[config.mk]
export PLATFORM = sky130hd
export DESIGN_NAME = sclp_top
export DESIGN_NICKNAME = d
export VERILOG_FILES = /design/src/sclp_chan.v /design/src/sclp_top.v
export VERILOG_INCLUDE_DIRS = /design/src
export SDC_FILE = /design/constraint.sdc
export NUM_CORES = 1
export LEC_CHECK = 0
export BUFFER_PORTS_ARGS = -buffer_cell sky130_fd_sc_hd__buf_2
export CORE_UTILIZATION = 45
export DETAILED_ROUTE_END_ITERATION = 12
export PLACE_DENSITY = 0.65
export SETUP_SLACK_MARGIN = 0.1
export SLEW_MARGIN = 20
export SYNTH_ARGS = -nofsm -noshare
export SYNTH_HDL_FRONTEND = slang
export SYNTH_HIERARCHICAL = 1
export SYNTH_SLANG_ARGS = --single-unit
[constraint.sdc]
create_clock -name clk_sys_in -period 3.2 [get_ports clk_sys_in]
set_input_delay 0.32 -clock clk_sys_in [delete_from_list [all_inputs] [get_ports clk_sys_in]]
set_output_delay 0.32 -clock clk_sys_in [all_outputs]
set_load 0.05 [all_outputs]
[src/sclp_defines.vh]
`ifndef SCLP_DEFINES_VH
`define SCLP_DEFINES_VH

// register word addresses (avalon word index, 4-byte spacing)
`define SCLP_ADR_W 4
`define SCLP_ADR_CFG_A 4'h0
`define SCLP_ADR_CFG_B 4'h1
`define SCLP_ADR_LINE 4'h2
`define SCLP_ADR_IRQ_STAT 4'h3
`define SCLP_ADR_IRQ_EN 4'h4
`define SCLP_ADR_IRQ_CLR 4'h5

// per-channel configuration register fields
`define SCLP_CFG_W 13
`define SCLP_CFG_RESET 13'h0000
`define SCLP_F_RTS_SW 0
`define SCLP_F_PIN_SWAP 1
`define SCLP_F_OPEN_DRAIN 2
`define SCLP_F_NRZI_IDLE 3
`define SCLP_F_AUTO_START 4
`define SCLP_F_CTS_IRQ 5
`define SCLP_F_CD_IRQ 6
`define SCLP_F_BUS_MODE 7
`define SCLP_F_CMODE_LO 8
`define SCLP_F_CMODE_HI 10
`define SCLP_F_BUSRTS_LO 11
`define SCLP_F_BUSRTS_HI 12

// bus rts options in bus configuration
`define SCLP_BRTS_W 2
`define SCLP_BRTS_TX 2'h0
`define SCLP_BRTS_RX 2'h1
`define SCLP_BRTS_OFF 2'h2

// clock modes
`define SCLP_CM_W 3
`define SCLP_CM_0 3'h0
`define SCLP_CM_1 3'h1
`define SCLP_CM_2 3'h2
`define SCLP_CM_3 3'h3
`define SCLP_CM_5 3'h5

// interrupt status bits: per channel cts then cd
`define SCLP_IRQ_W 4
`define SCLP_IRQ_RESET 4'h0

// receive clock pin roles
`define SCLP_RCR_W 2
`define SCLP_RCR_RX 2'h0
`define SCLP_RCR_RXTX 2'h1
`define SCLP_RCR_BRG 2'h2
`define SCLP_RCR_NONE 2'h3

// carrier detect pin roles
`define SCLP_CDR_W 2
`define SCLP_CDR_MODEM 2'h0
`define SCLP_CDR_RXEN 2'h1
`define SCLP_CDR_STROBE 2'h2
`define SCLP_CDR_FSYNC 2'h3

`define SCLP_ZERO32 32'h00000000
`endif

[src/sclp_chan.v]
`timescale 1ns/10ps
`include "sclp_defines.vh"

module sclp_chan (
    // clock and reset
    input wire clk_sys_in,
    input wire reset_in,
    // configuration
    input wire [12:0] cfg_in,
    // synchronised pins
    input wire rxd_pin_in,
    input wire txd_pin_in,
    input wire cts_n_in,
    input wire cd_in,
    input wire coll_in,
    // core side
    input wire tx_data_in,
    input wire tx_active_in,
    input wire tx_pending_in,
    input wire rx_frame_in,
    // results
    output reg rx_data_out,
    output reg txd_o_out,
    output reg txd_oe_n_out,
    output reg rxd_o_out,
    output reg rxd_oe_n_out,
    output reg rts_n_out,
    output reg tx_enable_out,
    output reg collision_out,
    output reg [1:0] rclk_role_out,
    output reg [1:0] cd_role_out,
    output reg cts_evt_out,
    output reg cd_evt_out
);

    reg cts_prev_ff;
    reg cd_prev_ff;
    reg tx_act_d_ff;
    reg rts_idle_ff;
    reg nxt_rts_n;
    reg nxt_line;
    reg drive_bit;

    wire [2:0] cmode = cfg_in[`SCLP_F_CMODE_HI:`SCLP_F_CMODE_LO];
    wire [1:0] brts = cfg_in[`SCLP_F_BUSRTS_HI:`SCLP_F_BUSRTS_LO];
    wire bus_mode = cfg_in[`SCLP_F_BUS_MODE];
    wire swap = cfg_in[`SCLP_F_PIN_SWAP];

    // bus-mode rts (tx option) follows transmission delayed one clock, not during collision
    always @* begin
        if (cfg_in[`SCLP_F_RTS_SW]) begin
            nxt_rts_n = 1'b0;
        end else if (bus_mode) begin
            case (brts)
                `SCLP_BRTS_TX: nxt_rts_n = ~(tx_act_d_ff & ~collision_out);
                `SCLP_BRTS_RX: nxt_rts_n = ~rx_frame_in;
                default: nxt_rts_n = 1'b1;
            endcase
        end else begin
            nxt_rts_n = ~rts_idle_ff;
        end
        // idle nrzi fill: tx line ored with rts
        nxt_line = tx_data_in;
        if (cfg_in[`SCLP_F_NRZI_IDLE] && !cfg_in[`SCLP_F_RTS_SW]) begin
            nxt_line = tx_data_in | nxt_rts_n;
        end
        // open drain drives only zeros; push-pull drives always
        drive_bit = ~(cfg_in[`SCLP_F_OPEN_DRAIN] & nxt_line);
    end

    // transmit line drive and pin swap
    always @(posedge clk_sys_in or posedge reset_in) begin
        if (reset_in) begin
            cts_prev_ff <= 1'b1;
            cd_prev_ff <= 1'b1; // matches synchroniser reset, no false edge
            tx_act_d_ff <= 1'b0;
            rts_idle_ff <= 1'b0;
            rts_n_out <= 1'b1;
            txd_o_out <= 1'b1;
            txd_oe_n_out <= 1'b1;
            rxd_o_out <= 1'b1;
            rxd_oe_n_out <= 1'b1;
            rx_data_out <= 1'b1;
            tx_enable_out <= 1'b0;
            collision_out <= 1'b0;
            rclk_role_out <= `SCLP_RCR_RX;
            cd_role_out <= `SCLP_CDR_MODEM;
            cts_evt_out <= 1'b0;
            cd_evt_out <= 1'b0;
        end else begin
            tx_act_d_ff <= tx_active_in;
            // rts stays low while transmitter busy or more is queued
            rts_idle_ff <= tx_active_in | tx_pending_in;
            rts_n_out <= nxt_rts_n;
            tx_enable_out <= ~cts_n_in;
            // collision: bus level differs from a driven bit
            collision_out <= bus_mode & tx_active_in & (coll_in != tx_data_in);
            if (swap) begin
                txd_oe_n_out <= 1'b1;
                rxd_o_out <= nxt_line;
                rxd_oe_n_out <= ~drive_bit;
                rx_data_out <= txd_pin_in;
                txd_o_out <= 1'b1;
            end else begin
                txd_o_out <= nxt_line;
                txd_oe_n_out <= ~drive_bit;
                rxd_o_out <= 1'b1;
                rxd_oe_n_out <= 1'b1;
                rx_data_out <= rxd_pin_in;
            end
            // receive clock pin role by clock mode
            case (cmode)
                `SCLP_CM_0: rclk_role_out <= `SCLP_RCR_RX;
                `SCLP_CM_1, `SCLP_CM_5: rclk_role_out <= `SCLP_RCR_RXTX;
                `SCLP_CM_2, `SCLP_CM_3: rclk_role_out <= `SCLP_RCR_BRG;
                default: rclk_role_out <= `SCLP_RCR_NONE;
            endcase
            // carrier detect role
            if (!cfg_in[`SCLP_F_AUTO_START]) begin
                cd_role_out <= `SCLP_CDR_MODEM;
            end else begin
                case (cmode)
                    `SCLP_CM_1: cd_role_out <= `SCLP_CDR_STROBE;
                    `SCLP_CM_5: cd_role_out <= `SCLP_CDR_FSYNC;
                    default: cd_role_out <= `SCLP_CDR_RXEN;
                endcase
            end
            // transition detectors
            cts_prev_ff <= cts_n_in;
            cd_prev_ff <= cd_in;
            cts_evt_out <= cfg_in[`SCLP_F_CTS_IRQ] & (cts_prev_ff != cts_n_in);
            cd_evt_out <= cfg_in[`SCLP_F_CD_IRQ] & (cd_prev_ff != cd_in);
        end
    end

endmodule

[src/sclp_top.v]
`timescale 1ns/10ps
`include "sclp_defines.vh"

module sclp_top (
    // clock and reset
    input wire clk_sys_in,
    input wire reset_in,
    // avalon-mm slave
    input wire [3:0] avs_address_in,
    input wire avs_read_in,
    input wire avs_write_in,
    input wire [31:0] avs_writedata_in,
    output reg [31:0] avs_readdata_out,
    output reg avs_waitrequest_out,
    output reg irq_out,
    // line pins channel a and b (index 0 = a)
    input wire [1:0] rxd_pin_in,
    output reg [1:0] rxd_pin_out,
    output reg [1:0] rxd_pin_oe_n_out,
    input wire [1:0] receive_clock_pin_in,
    output reg [1:0] rts_n_out,
    input wire [1:0] cts_n_in,
    input wire [1:0] cd_in,
    input wire [1:0] txd_pin_in,
    output reg [1:0] txd_pin_out,
    output reg [1:0] txd_pin_oe_n_out,
    // serial core side per channel
    input wire [1:0] tx_data_in,
    input wire [1:0] tx_active_in,
    input wire [1:0] tx_pending_in,
    input wire [1:0] rx_frame_in,
    output reg [1:0] rx_data_out,
    output reg [1:0] rx_clock_out,
    output reg [1:0] tx_enable_out,
    output reg [1:0] collision_out,
    output reg [3:0] rclk_role_out,
    output reg [3:0] cd_role_out
);

    reg [12:0] cfg_a_ff;
    reg [12:0] cfg_b_ff;
    reg [3:0] irq_stat_ff;
    reg [3:0] irq_en_ff;
    reg [9:0] sync1_ff;
    reg [9:0] sync2_ff;
    reg ack_ff;
    reg [31:0] nxt_rdata;

    wire [1:0] c_rx;
    wire [1:0] c_txo;
    wire [1:0] c_txoe;
    wire [1:0] c_rxo;
    wire [1:0] c_rxoe;
    wire [1:0] c_rts;
    wire [1:0] c_txen;
    wire [1:0] c_coll;
    wire [3:0] c_rcr;
    wire [3:0] c_cdr;
    wire [3:0] c_evt;
    wire [3:0] irq_set;

    // all pin inputs pass two flip-flops; first stage read by second only
    always @(posedge clk_sys_in or posedge reset_in) begin
        if (reset_in) begin
            sync1_ff <= 10'h3ff;
            sync2_ff <= 10'h3ff;
        end else begin
            sync1_ff <= {receive_clock_pin_in, txd_pin_in, cd_in, cts_n_in, rxd_pin_in};
            sync2_ff <= sync1_ff;
        end
    end

    // two independent channel instances
    sclp_chan u_chan_a (
        .clk_sys_in(clk_sys_in),
        .reset_in(reset_in),
        .cfg_in(cfg_a_ff),
        .rxd_pin_in(sync2_ff[0]),
        .txd_pin_in(sync2_ff[6]),
        .cts_n_in(sync2_ff[2]),
        .cd_in(sync2_ff[4]),
        .coll_in(sync2_ff[2]),
        .tx_data_in(tx_data_in[0]),
        .tx_active_in(tx_active_in[0] & ~sync2_ff[2]),
        .tx_pending_in(tx_pending_in[0]),
        .rx_frame_in(rx_frame_in[0]),
        .rx_data_out(c_rx[0]),
        .txd_o_out(c_txo[0]),
        .txd_oe_n_out(c_txoe[0]),
        .rxd_o_out(c_rxo[0]),
        .rxd_oe_n_out(c_rxoe[0]),
        .rts_n_out(c_rts[0]),
        .tx_enable_out(c_txen[0]),
        .collision_out(c_coll[0]),
        .rclk_role_out(c_rcr[1:0]),
        .cd_role_out(c_cdr[1:0]),
        .cts_evt_out(c_evt[0]),
        .cd_evt_out(c_evt[1])
    );

    sclp_chan u_chan_b (
        .clk_sys_in(clk_sys_in),
        .reset_in(reset_in),
        .cfg_in(cfg_b_ff),
        .rxd_pin_in(sync2_ff[1]),
        .txd_pin_in(sync2_ff[7]),
        .cts_n_in(sync2_ff[3]),
        .cd_in(sync2_ff[5]),
        .coll_in(sync2_ff[3]),
        .tx_data_in(tx_data_in[1]),
        .tx_active_in(tx_active_in[1] & ~sync2_ff[3]),
        .tx_pending_in(tx_pending_in[1]),
        .rx_frame_in(rx_frame_in[1]),
        .rx_data_out(c_rx[1]),
        .txd_o_out(c_txo[1]),
        .txd_oe_n_out(c_txoe[1]),
        .rxd_o_out(c_rxo[1]),
        .rxd_oe_n_out(c_rxoe[1]),
        .rts_n_out(c_rts[1]),
        .tx_enable_out(c_txen[1]),
        .collision_out(c_coll[1]),
        .rclk_role_out(c_rcr[3:2]),
        .cd_role_out(c_cdr[3:2]),
        .cts_evt_out(c_evt[2]),
        .cd_evt_out(c_evt[3])
    );

    // status bit order: a cts, a cd, b cts, b cd
    assign irq_set = c_evt;

    // read mux; unmapped addresses read zero
    always @* begin
        nxt_rdata = `SCLP_ZERO32;
        case (avs_address_in)
            `SCLP_ADR_CFG_A: nxt_rdata = {19'h00000, cfg_a_ff};
            `SCLP_ADR_CFG_B: nxt_rdata = {19'h00000, cfg_b_ff};
            `SCLP_ADR_LINE: nxt_rdata = {22'h000000, sync2_ff};
            `SCLP_ADR_IRQ_STAT: nxt_rdata = {28'h0000000, irq_stat_ff};
            `SCLP_ADR_IRQ_EN: nxt_rdata = {28'h0000000, irq_en_ff};
            default: nxt_rdata = `SCLP_ZERO32;
        endcase
    end

    // one wait cycle per access: waitrequest drops the cycle after the request
    always @(posedge clk_sys_in or posedge reset_in) begin
        if (reset_in) begin
            ack_ff <= 1'b0;
            avs_waitrequest_out <= 1'b1;
            avs_readdata_out <= `SCLP_ZERO32;
            cfg_a_ff <= `SCLP_CFG_RESET;
            cfg_b_ff <= `SCLP_CFG_RESET;
            irq_en_ff <= `SCLP_IRQ_RESET;
            irq_stat_ff <= `SCLP_IRQ_RESET;
            irq_out <= 1'b0;
        end else begin
            ack_ff <= (avs_read_in | avs_write_in) & ~ack_ff;
            avs_waitrequest_out <= ~((avs_read_in | avs_write_in) & ~ack_ff);
            if (avs_read_in && !ack_ff) begin
                avs_readdata_out <= nxt_rdata;
            end
            if (avs_write_in && ack_ff) begin
                case (avs_address_in)
                    `SCLP_ADR_CFG_A: cfg_a_ff <= avs_writedata_in[12:0];
                    `SCLP_ADR_CFG_B: cfg_b_ff <= avs_writedata_in[12:0];
                    `SCLP_ADR_IRQ_EN: irq_en_ff <= avs_writedata_in[3:0];
                    default: ;
                endcase
            end
            // set wins over a simultaneous clear
            if (avs_write_in && ack_ff && avs_address_in == `SCLP_ADR_IRQ_CLR) begin
                irq_stat_ff <= (irq_stat_ff & ~avs_writedata_in[3:0]) | irq_set;
            end else begin
                irq_stat_ff <= irq_stat_ff | irq_set;
            end
            irq_out <= |(irq_stat_ff & irq_en_ff);
        end
    end

    // registered pin and core outputs
    always @(posedge clk_sys_in or posedge reset_in) begin
        if (reset_in) begin
            rxd_pin_out <= 2'h3;
            rxd_pin_oe_n_out <= 2'h3;
            rts_n_out <= 2'h3;
            txd_pin_out <= 2'h3;
            txd_pin_oe_n_out <= 2'h3;
            rx_data_out <= 2'h3;
            rx_clock_out <= 2'h0;
            tx_enable_out <= 2'h0;
            collision_out <= 2'h0;
            rclk_role_out <= 4'h0;
            cd_role_out <= 4'h0;
        end else begin
            rxd_pin_out <= c_rxo;
            rxd_pin_oe_n_out <= c_rxoe;
            rts_n_out <= c_rts;
            txd_pin_out <= c_txo;
            txd_pin_oe_n_out <= c_txoe;
            rx_data_out <= c_rx;
            rx_clock_out <= sync2_ff[9:8];
            tx_enable_out <= c_txen;
            collision_out <= c_coll;
            rclk_role_out <= c_rcr;
            cd_role_out <= c_cdr;
        end
    end

endmodule

==> run_results.csv <==
group,metric,value,unit
sta,fin_worst_skew,0.00921,ns
global_routing,grt_start_max_net_pins,54,
status,status,"completed",
sta,maxSlewViolCount,0,
synthesis,yosysUniqueCellTypes,41,
die,ioPinCount,118,
setup_path,crit_path_cell_trace,"nand2b_1 -> or3b_1 -> o221ai_1",
route,ant_nets,0,
clock_tree,cts_sinks,132,
clock_tree,cts_resized,0,
final_layout,final_area,6220,sq um
final_layout,fillers,927,
die,die_w,108,um
die,core_area,10800,sq um
setup_path,cp_max_fo,16,
synthesis,syn_area,5020,sq um
route,vias,2962,
sta,worstMarginPinSlew,0.874,ns
setup_path,cp-start-kind,"flip-flop",
route,drtIter0Drc,129,
run,drv_cap,0,
setup_path,crit_arrival,2.28,ns
clock_tree,cts_tree,"built",
place,hpwl,6690,um
clock_tree,htreeDepth,4,
power,peakVddDrop,0.405,mV
die,placementRows,38,
setup_path,critPathMaxStageDelay,0.67,ns
clock_tree,ctsHoldBuffers,13,
sta,fin_ws,1.33,ns
final_layout,multi_input_area,1470,sq um
global_routing,gr-usage-all-layers,0.189,
place,port_buffers,79,
final_layout,area_growth,23.8,%
synthesis,netlist.area_leader.share,0.414,
route,wl_per_cell,16.2,um
final_layout,stdcell_count,609,
setup_path,critPathBufInv,0,
worst_hold_path,hold_class,"input pin to flip-flop",
route,viasPerCell,4.86,
die,dieArea,11600,sq um
sta,fin_crit,1.87,ns
power,powerDensity,773,nW/um^2
synthesis,synthesis.instances,351,
global_routing,grt-ovfl-total,0,
clock_tree,numCtsBuffers,17,
setup_path,critPathTopFamily,"simple AND/OR/NAND/NOR gates",
synthesis,yosys_warnings,6,
setup_path,crit_required,3.62,ns
place,place_congestion,0.856,
synthesis,synth_top_area_cell,"dfrtp_1",
clock_tree,clk_path_buf_depth,2,
place,dpl.cell_count,564,
sta,fin_setup_tns,0,ns
clock_tree,postCtsSetupRepairBufs,0,
synthesis,avgSynthCellArea,14.3,sq um
sta,max_slew_margin,0.417,
power,p_leak,2.93,nW
sta,rsz0062_at_grt,"no",
final_layout,drive_above_1_share,0.392,
final_layout,nets,514,
setup_path,crit_path_end_kind,"flip-flop",
sta,finalCritPeriodShare,0.583,
clock_tree,insertion_delay,0.51,ns
route,dr.pass1.iters,4,
global_routing,grt_pass1_vias,2919,
synthesis,seq_area_frac_synth,0.670,
global_routing,antenna_found_initial,0,
route,wirelength,9880,um
final_layout,antenna_cells,0,
sta,max_freq,536,MHz
final_layout,ff_latch_area,3360,sq um
setup_path,critPathKind,"flip-flop to flip-flop",
place,place_area,5490,sq um
route,drcViolationCount,0,
die,die_h,108,um
place,dp_slack,1.11,ns
final_layout,postLayoutCoreUtil,0.574,
setup_path,worst_path_max_delay_cell,"or3b_1",
synthesis,synthTopCellsByArea,"dfrtp_1, dfstp_2, mux2_1, buf_4, mux2_4",
clock_tree,path_clk_slew,0.06,ns
synthesis,ys_ff_latch,132,
die,start_util,0.463,
clock_tree,cts_root_buf,"clkbuf_8",
sta,setup_viol,0,
sta,final-hold-violation-count,0,
global_routing,grt_pass1_wl,15700,um
## cell families after synthesis
kind of cell	Yosys count	share of synthesized area
muxes	49	0.116
AOI/OAI and AO/OA	44	0.0638
DFF	132	0.670
and+or+nand+nor	75	0.0880
other	1	0.000747
xor gates and xnor gates	6	0.0105
buffers and inverters	44	0.0513
## flip-flops by register name, summed over array words and instances, names as in the netlist, 4 cells and up
signal,count
cd_role_out,4
rclk_role_out,4
cfg_a_ff,13
cfg_b_ff,13
sync2_ff,10
sync1_ff,10
irq_en_ff,4
avs_readdata_out,13
irq_stat_ff,4
## cell usage after synthesis, drive strengths merged
cell type and number:
nor3b 2, clkbuf 2, dfstp 49, nand2b 10
nand4 1, or2 3, o211ai 8, dfrtp 83
or3b 3, xor2 6, a32oi 4, nor2b 3
o221ai 4, and3 3, and2 9, nor4b 3
buf 26, conb 1, nor2 9, mux2 42
a21oi 2, nand2 18, and4b 1, inv 16
nor3 1, mux2i 7, nand3 8, a22oi 8
a21o 6, or4 1, o21ai 10, a41oi 2
## power by group
part	switching (mW)	total [mW]	internal (mW)
Sequential	0.154	2.13	1.98
Combinational	0.538	0.786	0.248
Clock	0.730	1.89	1.16
## area by class of cell
type                       count  share of cell area
clock inverter                11              0.0181
timing repair buffer          96              0.0894
multi-input combinational    193               0.236
inverter                      16             0.00986
clock buffer                  21              0.0775
sequential                   132               0.541
tap                          140              0.0282
## per-stage QoR
step                power, mW  hold slack, ns
global route             5.02          0.0258
floorplan                2.74           0.253
CTS                      4.86          0.0257
detailed placement       2.94           0.335
finish                   4.81          0.0457
global placement         2.91           0.332
## cell usage in the layout (no fill, tap or decap), types with 2 or more instances in the layout
master         instances
nand2b_1              10
inv_6                  3
mux2_2                 2
clkbuf_16             18
or3b_1                 3
a21oi_2                2
a41oi_1                2
and3_1                 3
mux2_1                30
dfstp_2               49
mux2i_1                7
conb_1                19
o21ai_1                9
nand2_1               18
and2_1                 9
a21o_1                 6
dfrtp_1               83
clkinv_2               2
nor3b_1                2
nand3_1                8
dlygate4sd3_1         13
buf_4                  4
or2_2                  2
o221ai_1               4
inv_1                 15
nor2b_1                3
a32oi_1                4
nor2_1                 8
a22oi_1                8
mux2_4                10
buf_2                 79
clkbuf_8               2
clkinv_4               3
xor2_1                 6
o211ai_1               8
## final timing paths
path | startpoint | endpoint | slack (ns) | cells after the start
worst max-delay path | ack_ff$_DFF_PP0_ | avs_readdata_out[3]$_DFFE_PP0P_ | 1.33 | 3
worst min register to register | u_chan_a/tx_enable_out$_DFF_PP0_ | tx_enable_out[0]$_DFF_PP0_ | 0.35 | 0
min in group asynchronous | reset_in | u_chan_a/cd_role_out[0]$_DFF_PP0_ | 0.54 | 3
worst max register to register | ack_ff$_DFF_PP0_ | avs_readdata_out[3]$_DFFE_PP0P_ | 1.33 | 3
max in group asynchronous | reset_in | sync1_ff[0]$_DFF_PP1_ | 1.79 | 4
worst min-delay path | avs_writedata_in[7] | cfg_a_ff[7]$_DFFE_PP0P_ | 0.05 | 2
## layer usage
layer / global-route usage / wire [um]
met1: 0.261 / 4430
met2: 0.285 / 4810
met3: 0.0569 / 583
met4: 0.0646 / 59
met5: 0 / 0
Note: power is estimated with default switching activity, not from simulation.
